--- src/rtl/tlip_pkg.sv ---
// Package of constants and types for the two-level interrupt prioritizer.
package tlip_pkg;

  // Special function register addresses on the core's register port.
  localparam logic [7:0] MAIN_EN_ADDR   = 8'hA8;
  localparam logic [7:0] PRIO_PRI_ADDR  = 8'hB8;
  localparam logic [7:0] SEC_CTRL_ADDR  = 8'hA9;

  // Values after reset.
  localparam logic [7:0] MAIN_EN_RESET  = 8'h00;
  localparam logic [7:0] PRIO_PRI_RESET = 8'h00;
  localparam logic [7:0] SEC_CTRL_RESET = 8'hA0;

  // Field positions in the secondary control register.
  localparam int SEC_INTERVAL_PRIO = 6;
  localparam int SEC_SUPPLY_PRIO   = 5;
  localparam int SEC_SPI_PRIO      = 4;
  localparam int SEC_RSVD_ZERO     = 3;
  localparam int SEC_INTERVAL_EN   = 2;
  localparam int SEC_SUPPLY_EN     = 1;
  localparam int SEC_SPI_EN        = 0;

  // Field position of the global enable in the main enable register.
  localparam int MAIN_GLOBAL_EN    = 7;

  // Number of sources, counted in polling order.
  localparam int NUM_SRC = 11;

  // Source indices in polling order, index 0 polled first.
  localparam int SRC_SUPPLY   = 0;
  localparam int SRC_WATCHDOG = 1;
  localparam int SRC_EXT0     = 2;
  localparam int SRC_ADC      = 3;
  localparam int SRC_TIMER0   = 4;
  localparam int SRC_EXT1     = 5;
  localparam int SRC_TIMER1   = 6;
  localparam int SRC_SPI      = 7;
  localparam int SRC_UART     = 8;
  localparam int SRC_TIMER2   = 9;
  localparam int SRC_INTERVAL = 10;

  // Vector addresses, one per source.
  localparam logic [15:0] VEC_EXT0     = 16'h0003;
  localparam logic [15:0] VEC_TIMER0   = 16'h000B;
  localparam logic [15:0] VEC_EXT1     = 16'h0013;
  localparam logic [15:0] VEC_TIMER1   = 16'h001B;
  localparam logic [15:0] VEC_UART     = 16'h0023;
  localparam logic [15:0] VEC_TIMER2   = 16'h002B;
  localparam logic [15:0] VEC_ADC      = 16'h0033;
  localparam logic [15:0] VEC_SPI      = 16'h003B;
  localparam logic [15:0] VEC_SUPPLY   = 16'h0043;
  localparam logic [15:0] VEC_INTERVAL = 16'h0053;
  localparam logic [15:0] VEC_WATCHDOG = 16'h005B;

  // Register write or read request from the core.
  typedef struct packed {
    logic       wrEn;
    logic       rdEn;
    logic [7:0] addr;
    logic [7:0] wrData;
  } tlip_sfr_req_t;

  // Vector request handed to the core.
  typedef struct packed {
    logic [15:0] addr;
    logic        high;
    logic [3:0]  src;
  } tlip_vec_t;

endpackage

--- src/rtl/tlip_top.sv ---
// Two-level interrupt prioritizer with its special function registers.
// Behaviour
// - Priority register bits 6..0 set source levels.
// - Secondary bits 6,5,4 set interval/supply/SPI levels.
// - Secondary bits 2,1,0 enable interval/supply/SPI.
// - Secondary resets A0H, priority resets 00H.
// - High request preempts a low routine.
// - Simultaneous levels: high request vectored first.
// - Same level never preempts running routine.
// - Same-level requests follow fixed polling order.
// - Accept: push program counter, load vector.
// - Vectors 0003H through 002BH for classic sources.
// - Vectors 0033H through 005BH for added sources.
// - Main enable bit 7 is global enable.
// - Main enable bits 5..0 enable classic sources, bit 6 the ADC.
`timescale 1ns/10ps
`default_nettype none
module tlip_top (
  input  wire logic                  mclk,
  input  wire logic                  rst_n,
  input  wire logic                  clkEn,
  input  wire tlip_pkg::tlip_sfr_req_t sfrReq,
  output logic [7:0]                 sfrRdData,
  output logic                       sfrHit,
  input  wire logic                  supply_mon_irq,
  input  wire logic                  watchdog_irq,
  input  wire logic                  ext0_irq,
  input  wire logic                  adc_irq,
  input  wire logic                  timer0_irq,
  input  wire logic                  ext1_irq,
  input  wire logic                  timer1_irq,
  input  wire logic                  spi_i2c_irq,
  input  wire logic                  uart_irq,
  input  wire logic                  timer2_irq,
  input  wire logic                  interval_irq,
  output logic                       vecReq,
  output var tlip_pkg::tlip_vec_t    vecOut,
  input  wire logic                  vecAck,
  input  wire logic                  retiDone,
  output logic                       lowActive,
  output logic                       highActive
);

  localparam int N = tlip_pkg::NUM_SRC;

  logic       rstMeta_q;   // First reset release stage.
  logic       rstSync_q;   // Synchronised reset used by the design.
  logic [7:0] mainEn_q;    // Main enable register.
  logic [7:0] prioPri_q;   // Primary priority register.
  logic [7:0] secCtrl_q;   // Secondary control register.
  logic [N-1:0] reqMeta_q; // First synchroniser stage of request pins.
  logic [N-1:0] req_q;     // Synchronised requests.
  logic [N-1:0] srcEn;     // Per-source enable, polling order.
  logic [N-1:0] srcHigh;   // Per-source high level, polling order.
  logic [N-1:0] pendHigh;  // Enabled high-level requests.
  logic [N-1:0] pendLow;   // Enabled low-level requests.
  logic       anyHigh;     // Some high request pending.
  logic       anyLow;      // Some low request pending.
  logic [3:0] idxHigh;     // First high request in polling order.
  logic [3:0] idxLow;      // First low request in polling order.
  logic       canHigh;     // A high request may be accepted now.
  logic       canLow;      // A low request may be accepted now.
  logic       vecValid_q;  // Vector request is offered to the core.
  tlip_pkg::tlip_vec_t vec_q; // Vector held for the core.
  logic       takeHigh;    // Core accepts a high vector.
  logic       takeLow;     // Core accepts a low vector.

  // Vector lookup for a polling-order index.
  function automatic logic [15:0] vecOf(input logic [3:0] s);
    case (s)
      4'h0:    vecOf = tlip_pkg::VEC_SUPPLY;
      4'h1:    vecOf = tlip_pkg::VEC_WATCHDOG;
      4'h2:    vecOf = tlip_pkg::VEC_EXT0;
      4'h3:    vecOf = tlip_pkg::VEC_ADC;
      4'h4:    vecOf = tlip_pkg::VEC_TIMER0;
      4'h5:    vecOf = tlip_pkg::VEC_EXT1;
      4'h6:    vecOf = tlip_pkg::VEC_TIMER1;
      4'h7:    vecOf = tlip_pkg::VEC_SPI;
      4'h8:    vecOf = tlip_pkg::VEC_UART;
      4'h9:    vecOf = tlip_pkg::VEC_TIMER2;
      4'hA:    vecOf = tlip_pkg::VEC_INTERVAL;
      default: vecOf = tlip_pkg::VEC_WATCHDOG;
    endcase
  endfunction

  // Reset release goes through two flops so all state leaves reset together.
  always_ff @(posedge mclk or negedge rst_n) begin
    if (!rst_n) begin
      rstMeta_q <= 1'b0;
      rstSync_q <= 1'b0;
    end else begin
      rstMeta_q <= 1'b1;
      rstSync_q <= rstMeta_q;
    end
  end

  // Request pins come from other logic clocks, so each passes two flops.
  always_ff @(posedge mclk or negedge rstSync_q) begin
    if (!rstSync_q) begin
      reqMeta_q <= '0;
      req_q     <= '0;
    end else if (clkEn) begin
      reqMeta_q <= {interval_irq, timer2_irq, uart_irq, spi_i2c_irq, timer1_irq, ext1_irq,
                    timer0_irq, adc_irq, ext0_irq, watchdog_irq, supply_mon_irq};
      req_q     <= reqMeta_q;
    end
  end

  // Register writes; priority bit 7 stores zero, secondary bit 7 keeps its reset value and bit 3 is stored as written.
  always_ff @(posedge mclk or negedge rstSync_q) begin
    if (!rstSync_q) begin
      mainEn_q  <= tlip_pkg::MAIN_EN_RESET;
      prioPri_q <= tlip_pkg::PRIO_PRI_RESET;
      secCtrl_q <= tlip_pkg::SEC_CTRL_RESET;
    end else if (clkEn && sfrReq.wrEn) begin
      case (sfrReq.addr)
        tlip_pkg::MAIN_EN_ADDR: begin
          mainEn_q <= sfrReq.wrData;
        end
        tlip_pkg::PRIO_PRI_ADDR: begin
          prioPri_q <= {1'b0, sfrReq.wrData[6:0]};
        end
        tlip_pkg::SEC_CTRL_ADDR: begin
          // Bit 7 keeps its reset value; bit 3 is stored as written, software keeps it 0.
          secCtrl_q <= {secCtrl_q[7], sfrReq.wrData[6:0]};
        end
        default: begin
        end
      endcase
    end
  end

  // Register reads are combinational so the core sees data in the request cycle.
  always_comb begin
    sfrHit    = sfrReq.rdEn;
    sfrRdData = 8'h00;
    case (sfrReq.addr)
      tlip_pkg::MAIN_EN_ADDR:  sfrRdData = mainEn_q;
      tlip_pkg::PRIO_PRI_ADDR: sfrRdData = prioPri_q;
      tlip_pkg::SEC_CTRL_ADDR: sfrRdData = secCtrl_q;
      default:                 sfrHit    = 1'b0;
    endcase
    if (!sfrReq.rdEn) begin
      sfrRdData = 8'h00;
    end
  end

  // Map enables and levels into polling order; the watchdog is always enabled.
  always_comb begin
    srcEn  = '0;
    srcHigh = '0;
    srcEn[tlip_pkg::SRC_SUPPLY]   = secCtrl_q[tlip_pkg::SEC_SUPPLY_EN];
    srcEn[tlip_pkg::SRC_WATCHDOG] = 1'b1;
    srcEn[tlip_pkg::SRC_EXT0]     = mainEn_q[0];
    srcEn[tlip_pkg::SRC_ADC]      = mainEn_q[6];
    srcEn[tlip_pkg::SRC_TIMER0]   = mainEn_q[1];
    srcEn[tlip_pkg::SRC_EXT1]     = mainEn_q[2];
    srcEn[tlip_pkg::SRC_TIMER1]   = mainEn_q[3];
    srcEn[tlip_pkg::SRC_SPI]      = secCtrl_q[tlip_pkg::SEC_SPI_EN];
    srcEn[tlip_pkg::SRC_UART]     = mainEn_q[4];
    srcEn[tlip_pkg::SRC_TIMER2]   = mainEn_q[5];
    srcEn[tlip_pkg::SRC_INTERVAL] = secCtrl_q[tlip_pkg::SEC_INTERVAL_EN];
    srcHigh[tlip_pkg::SRC_SUPPLY]   = secCtrl_q[tlip_pkg::SEC_SUPPLY_PRIO];
    srcHigh[tlip_pkg::SRC_WATCHDOG] = 1'b0;
    srcHigh[tlip_pkg::SRC_EXT0]     = prioPri_q[0];
    srcHigh[tlip_pkg::SRC_ADC]      = prioPri_q[6];
    srcHigh[tlip_pkg::SRC_TIMER0]   = prioPri_q[1];
    srcHigh[tlip_pkg::SRC_EXT1]     = prioPri_q[2];
    srcHigh[tlip_pkg::SRC_TIMER1]   = prioPri_q[3];
    srcHigh[tlip_pkg::SRC_SPI]      = secCtrl_q[tlip_pkg::SEC_SPI_PRIO];
    srcHigh[tlip_pkg::SRC_UART]     = prioPri_q[4];
    srcHigh[tlip_pkg::SRC_TIMER2]   = prioPri_q[5];
    srcHigh[tlip_pkg::SRC_INTERVAL] = secCtrl_q[tlip_pkg::SEC_INTERVAL_PRIO];
  end

  // The global enable gates every source.
  assign pendHigh = mainEn_q[tlip_pkg::MAIN_GLOBAL_EN] ? (req_q & srcEn & srcHigh) : '0;
  assign pendLow  = mainEn_q[tlip_pkg::MAIN_GLOBAL_EN] ? (req_q & srcEn & ~srcHigh) : '0;

  // Watchdog sits at a lower index than external 0, so it is polled first.
  tlip_select #(.N(N)) selHigh (
    .req (pendHigh),
    .any (anyHigh),
    .idx (idxHigh)
  );

  tlip_select #(.N(N)) selLow (
    .req (pendLow),
    .any (anyLow),
    .idx (idxLow)
  );

  // High may interrupt low but not another high; low may interrupt nothing.
  assign canHigh = anyHigh && !highActive;
  assign canLow  = anyLow && !highActive && !lowActive;

  // Offer one vector at a time; high level wins when both are ready.
  always_ff @(posedge mclk or negedge rstSync_q) begin
    if (!rstSync_q) begin
      vecValid_q <= 1'b0;
      vec_q      <= '0;
    end else if (clkEn) begin
      if (vecValid_q && vecAck) begin
        vecValid_q <= 1'b0;
      end else if (!vecValid_q && canHigh) begin
        vecValid_q <= 1'b1;
        vec_q      <= '{addr: vecOf(idxHigh), high: 1'b1, src: idxHigh};
      end else if (!vecValid_q && canLow) begin
        vecValid_q <= 1'b1;
        vec_q      <= '{addr: vecOf(idxLow), high: 1'b0, src: idxLow};
      end else if (vecValid_q && !vec_q.high && canHigh) begin
        // A late high request replaces a low vector not yet taken.
        vec_q <= '{addr: vecOf(idxHigh), high: 1'b1, src: idxHigh};
      end
    end
  end

  // The core pushes its program counter and jumps on acknowledge.
  assign vecReq   = vecValid_q;
  assign vecOut   = vec_q;
  assign takeHigh = vecValid_q && vecAck && vec_q.high;
  assign takeLow  = vecValid_q && vecAck && !vec_q.high;

  // A return releases the innermost active level.
  tlip_nest nest (
    .mclk       (mclk),
    .rstN       (rstSync_q),
    .clkEn      (clkEn),
    .takeLow    (takeLow),
    .takeHigh   (takeHigh),
    .retire     (retiDone),
    .lowActive  (lowActive),
    .highActive (highActive)
  );
endmodule
`default_nettype wire

--- src/rtl/tlip_select.sv ---
// Fixed-order selector that picks the first set bit of a request vector.
`timescale 1ns/10ps
`default_nettype none
module tlip_select #(
  parameter int N = 11
) (
  input  wire logic [N-1:0] req,
  output logic              any,
  output logic [3:0]        idx
);

  // The index port is four bits wide, so more than sixteen inputs cannot be served.
  initial begin
    if (N < 1 || N > 16) begin
      $error("tlip_select: N must lie between 1 and 16");
    end
  end

  // Scan from the highest index down so the lowest index wins last.
  always_comb begin
    any = |req;
    idx = 4'h0;
    for (int i = N - 1; i >= 0; i--) begin
      if (req[i]) begin
        idx = i[3:0];
      end
    end
  end

endmodule
`default_nettype wire

--- src/rtl/tlip_nest.sv ---
// Tracker of the active service levels for nesting control.
`timescale 1ns/10ps
`default_nettype none
module tlip_nest (
  input  wire logic mclk,
  input  wire logic rstN,
  input  wire logic clkEn,
  input  wire logic takeLow,
  input  wire logic takeHigh,
  input  wire logic retire,
  output logic      lowActive,
  output logic      highActive
);

  logic lowQ;  // A low-level routine is in progress.
  logic highQ; // A high-level routine is in progress.

  // A return retires the innermost level first; a high routine nests above a low one.
  always_ff @(posedge mclk or negedge rstN) begin
    if (!rstN) begin
      lowQ  <= 1'b0;
      highQ <= 1'b0;
    end else if (clkEn) begin
      if (takeHigh) begin
        highQ <= 1'b1;
      end else if (takeLow) begin
        lowQ <= 1'b1;
      end else if (retire) begin
        if (highQ) begin
          highQ <= 1'b0;
        end else begin
          lowQ <= 1'b0;
        end
      end
    end
  end

  assign lowActive  = lowQ;
  assign highActive = highQ;

endmodule
`default_nettype wire

--- config.mk ---
export PLATFORM = sky130hd
export DESIGN_NAME = tlip_top
export DESIGN_NICKNAME = d
export VERILOG_FILES = /design/src/rtl/tlip_pkg.sv /design/src/rtl/tlip_top.sv /design/src/rtl/tlip_select.sv /design/src/rtl/tlip_nest.sv
export SDC_FILE = /design/constraint.sdc
export NUM_CORES = 1
export LEC_CHECK = 0
export BUFFER_PORTS_ARGS = -buffer_cell sky130_fd_sc_hd__buf_4
export CAP_MARGIN = 20
export CORE_MARGIN = 1.5
export CORE_UTILIZATION = 36
export CTS_BUF_LIST = sky130_fd_sc_hd__clkbuf_2
export CTS_CLUSTER_DIAMETER = 60
export DETAILED_ROUTE_END_ITERATION = 12
export GPL_TIMING_DRIVEN = 0
export SETUP_SLACK_MARGIN = 0.15
export SLEW_MARGIN = 20
export SYNTH_ARGS = -nofsm -noshare
export SYNTH_HDL_FRONTEND = slang
export SYNTH_SLANG_ARGS = --single-unit
--- constraint.sdc ---
create_clock -name mclk -period 1.7 [get_ports mclk]
set_input_delay 0.255 -clock mclk [delete_from_list [all_inputs] [get_ports mclk]]
set_output_delay 0.255 -clock mclk [all_outputs]
set_load 0.005 [all_outputs]
==> flow_summary_export.csv <==
group,metric,value,unit
outcome,status,"finished with violations",
outcome,violations,"setup timing",
yosys,synth_cells,278,
detailed_routing,routed_wl,8470,um
detailed_routing,drcViolationCount,0,
worst_setup_path,path_depth,9,
worst_setup_path,critical_path_arrival,2590,ps
timing,rsz0062_at_grt,"yes",
worst_setup_path,worst-path-max-fanout,6,
yosys,yosys_warnings,0,
clock_network,cts_sinks,59,
placed_design,globalplace.congestion,0.839,
clock_network,cts.path.max_buffers,2,
placed_design,dp_cells,451,
worst_setup_path,slowest_stage,"dfrtp_1",
worst_setup_path,crit_chain,"buf_6 > buf_8 > buf_16 > nand4_1 > nor3b_2 > o211ai_1 > a21boi_2 > mux2_4 > a31o_1",
timing,fmax,465,MHz
worst_setup_path,r2r_cells,9,
timing,hold_slack,33.7,ps
timing,setup_tns,-5300,ps
placed_design,dpl.hpwl,5570,um
power,power.density,614,nW/um^2
power,p_leak,0.00213,uW
clock_network,cts_htree_levels,3,
global_routing,antenna_found_initial,0,
worst_setup_path,timing.rr.end,"vecOut[11]$_DFFE_PN0P_",
clock_network,cts_tree,"done",
detailed_routing,vias,2790,
layout,drive_gt1_share,51.4,%
timing,period_share,127,%
min_path,min_path_type,"input pin to register",
timing,hold_violations,0,
yosys,ys_ff_latch,59,
timing,final_max_slew_viol_count,0,
detailed_routing,dr.pass1.iters,9,
clock_network,numCtsBuffers,9,
die,die-width,97.6,um
worst_setup_path,worstReg2RegStart,"mainEn_q[7]$_DFFE_PN0P_",
placed_design,dpl_worst_slack,-514,ps
yosys,async_flop_share,100,%
worst_setup_path,crit_path_end,"vecOut[11]$_DFFE_PN0P_",
worst_setup_path,r2r_slack,-450,ps
die,rows,34,
die,core-area,8680,um^2
timing,period_minus_slack,2150,ps
clock_network,root_buffer,"clkbuf_2",
min_path,hp-start,"retiDone",
global_routing,grt_use_total,18.6,%
yosys,synthFlopType,"dfrtp_1",
yosys,yosysSeqAreaShare,45.9,%
worst_setup_path,worst-setup-path-type,"register to register",
die,boundaryPins,67,
global_routing,grt_pass1_wl,14000,um
clock_network,path_clk_slew,210,ps
layout,multi_input_area,1800,um^2
yosys,syn_area,3220,um^2
detailed_routing,drtAntennaViolNets,0,
die,die_h,97.6,um
layout,n_fill_cell,794,
worst_setup_path,cp-end-kind,"register",
timing,tightestPinTransition,749,ps
flow_run,drv_cap,0,
worst_setup_path,critPathLaunchType,"register",
die,die-area,9520,um^2
timing,setup_violations,20,
timing,clock_skew,31.5,ps
timing,slew_headroom,50.0,%
layout,design_area,4690,um^2
worst_setup_path,cpPeakStageDelay,380,ps
die,start_util,37.1,%
detailed_routing,vias_per_cell,5.34,
worst_setup_path,crit_required,2130,ps
worst_setup_path,critPathTopFamily,"compound AO/OA/AOI/OAI gates",
global_routing,grt_pass1_vias,2751,
global_routing,overflow,0,
placed_design,numPortBuffers,56,
yosys,yosysUniqueCellTypes,56,
detailed_routing,avgRoutedWirePerCell,16.2,um
timing,worst_slack,-453,ps
detailed_routing,drtIter0Drc,232,
worst_setup_path,path_buf_inv,3,
yosys,synth_edf_count,0,
layout,nets,443,
worst_setup_path,crit_start,"mainEn_q[7]$_DFFE_PN0P_",
placed_design,dpl_cell_area,3910,um^2
clock_network,clk_latency,530,ps
power,ir_drop,0.460,mV
layout,fin_cells,522,
yosys,synth_area_per_cell,11.6,um^2
global_routing,grt_max_degree,58,
layout,antenna_cells,0,
layout,syn2layout_area_growth,45.7,%
layout,regArea,1480,um^2
[how the worst min path moves through the flow]
stage / to / slack, ps / cells after the start
global route: nest.highActive$_DFFE_PN0P_ / 40 / 4
global placement: rstMeta_q$_DFF_PN0_ / 40 / 1
finish: nest.highActive$_DFFE_PN0P_ / 30 / 4
floorplan: rstMeta_q$_DFF_PN0_ / -40 / 0
detailed placement: rstMeta_q$_DFF_PN0_ / 40 / 1
CTS: rstSync_q$_DFF_PN0_ / 4 / 2
[state kept, by name, summed over array words and instances (netlist names), 7 cells and up]
name and cells:
vecOut 10, mainEn_q 8, secCtrl_q 7, reqMeta_q 11, req_q 11, prioPri_q 7
[stage by stage]
step | util [%] | total power (uW)
floorplan | - | 1820
global placement | 45.0 | 1990
detailed placement | 45.1 | 2010
CTS | 52.4 | 2880
global route | 54.0 | 3030
finish | 54.0 | 2880
[worst min-delay path: stages]
cell	delay, ps
buf_4	80
nand2_1	60
nand2_1	70
o21ai_0	90
[synthesized netlist by cell type (3+ instances only)]
cell type   n  area (um^2)
a21oi_1    11         55.1
a222oi_1    7         70.1
a31oi_1     3         18.8
and2_1      5         31.3
and3_1      5         31.3
and4b_1     3         30.0
buf_2       4         20.0
buf_4      12         90.1
dfrtp_1    58         1450
inv_1       4         15.0
mux2_2     43          484
nand2_1     8         30.0
nand2b_1    3         18.8
nand4_1    10         62.6
nand4_2     4         50.1
nand4b_1   11         96.3
nor2_1     16         60.1
nor2b_1     4         25.0
nor3b_1     3         22.5
o211ai_1    6         45.0
o21ai_0    11         55.1
o21ba_2     3         30.0
[final cells by class]
class	instances	area share, %
tap	108	2.88
buffer	22	4.16
sequential	59	31.6
inverter	4	0.320
clock buffer	9	0.961
clock inverter	7	1.12
timing repair buffer	111	20.7
multi-input combinational	202	38.3
[report_power, final]
group | total [uW] | switching [uW] | internal [uW] | leakage [uW]
clock network | 818 | 615 | 202 | 0.0000626
logic | 417 | 143 | 274 | 0.00133
registers | 1650 | 133 | 1510 | 0.000730
total | 2880 | 891 | 1990 | 0.00213
[cells by family (layout without fill, tap and decap cells)]
group                  count (synthesis)  in the layout  share of synthesized area [%]
AOI/OAI and AO/OA                     54             54                           12.1
other                                  2             11                          0.233
and+or+nand+nor                       91             91                           20.2
DFF                                   59             59                           45.9
buffers and inverters                 26            153                           5.52
muxes                                 46             46                           16.1
[metal layers]
| layer | global-route usage (%) | routed length, um |
|---|---|---|
| met5 | 0 | 0 |
| met3 | 4.03 | 484 |
| met2 | 30.7 | 4120 |
| met1 | 24.0 | 3700 |
| met4 | 6.70 | 172 |
[repair_timing]
| item | 4_1_cts | 5_1_grt |
|---|---|---|
| pin swaps | 18 | 17 |
| hold buffers | 21 | 1 |
| endpoints found under the hold margin | 37 | 2 |
| gates resized for setup | 28 | 23 |
| gates cloned | 1 | 0 |
| setup endpoints to repair | 27 | 24 |
| buffers inserted | 24 | 8 |
[cell usage in the layout (no fill, tap or decap), types with 7 or more instances in the layout]
cell and n:
nand4b_1 11, clkbuf_2 9, buf_4 85, o21ai_0 8, nand4_1 10, a222oi_1 7
mux2_4 21, conb_1 11, nor2_1 11, nand2_1 7, buf_6 18, dfrtp_1 57
dlygate4sd3_1 22, mux2_2 24
(Power assumes the default switching activity.)
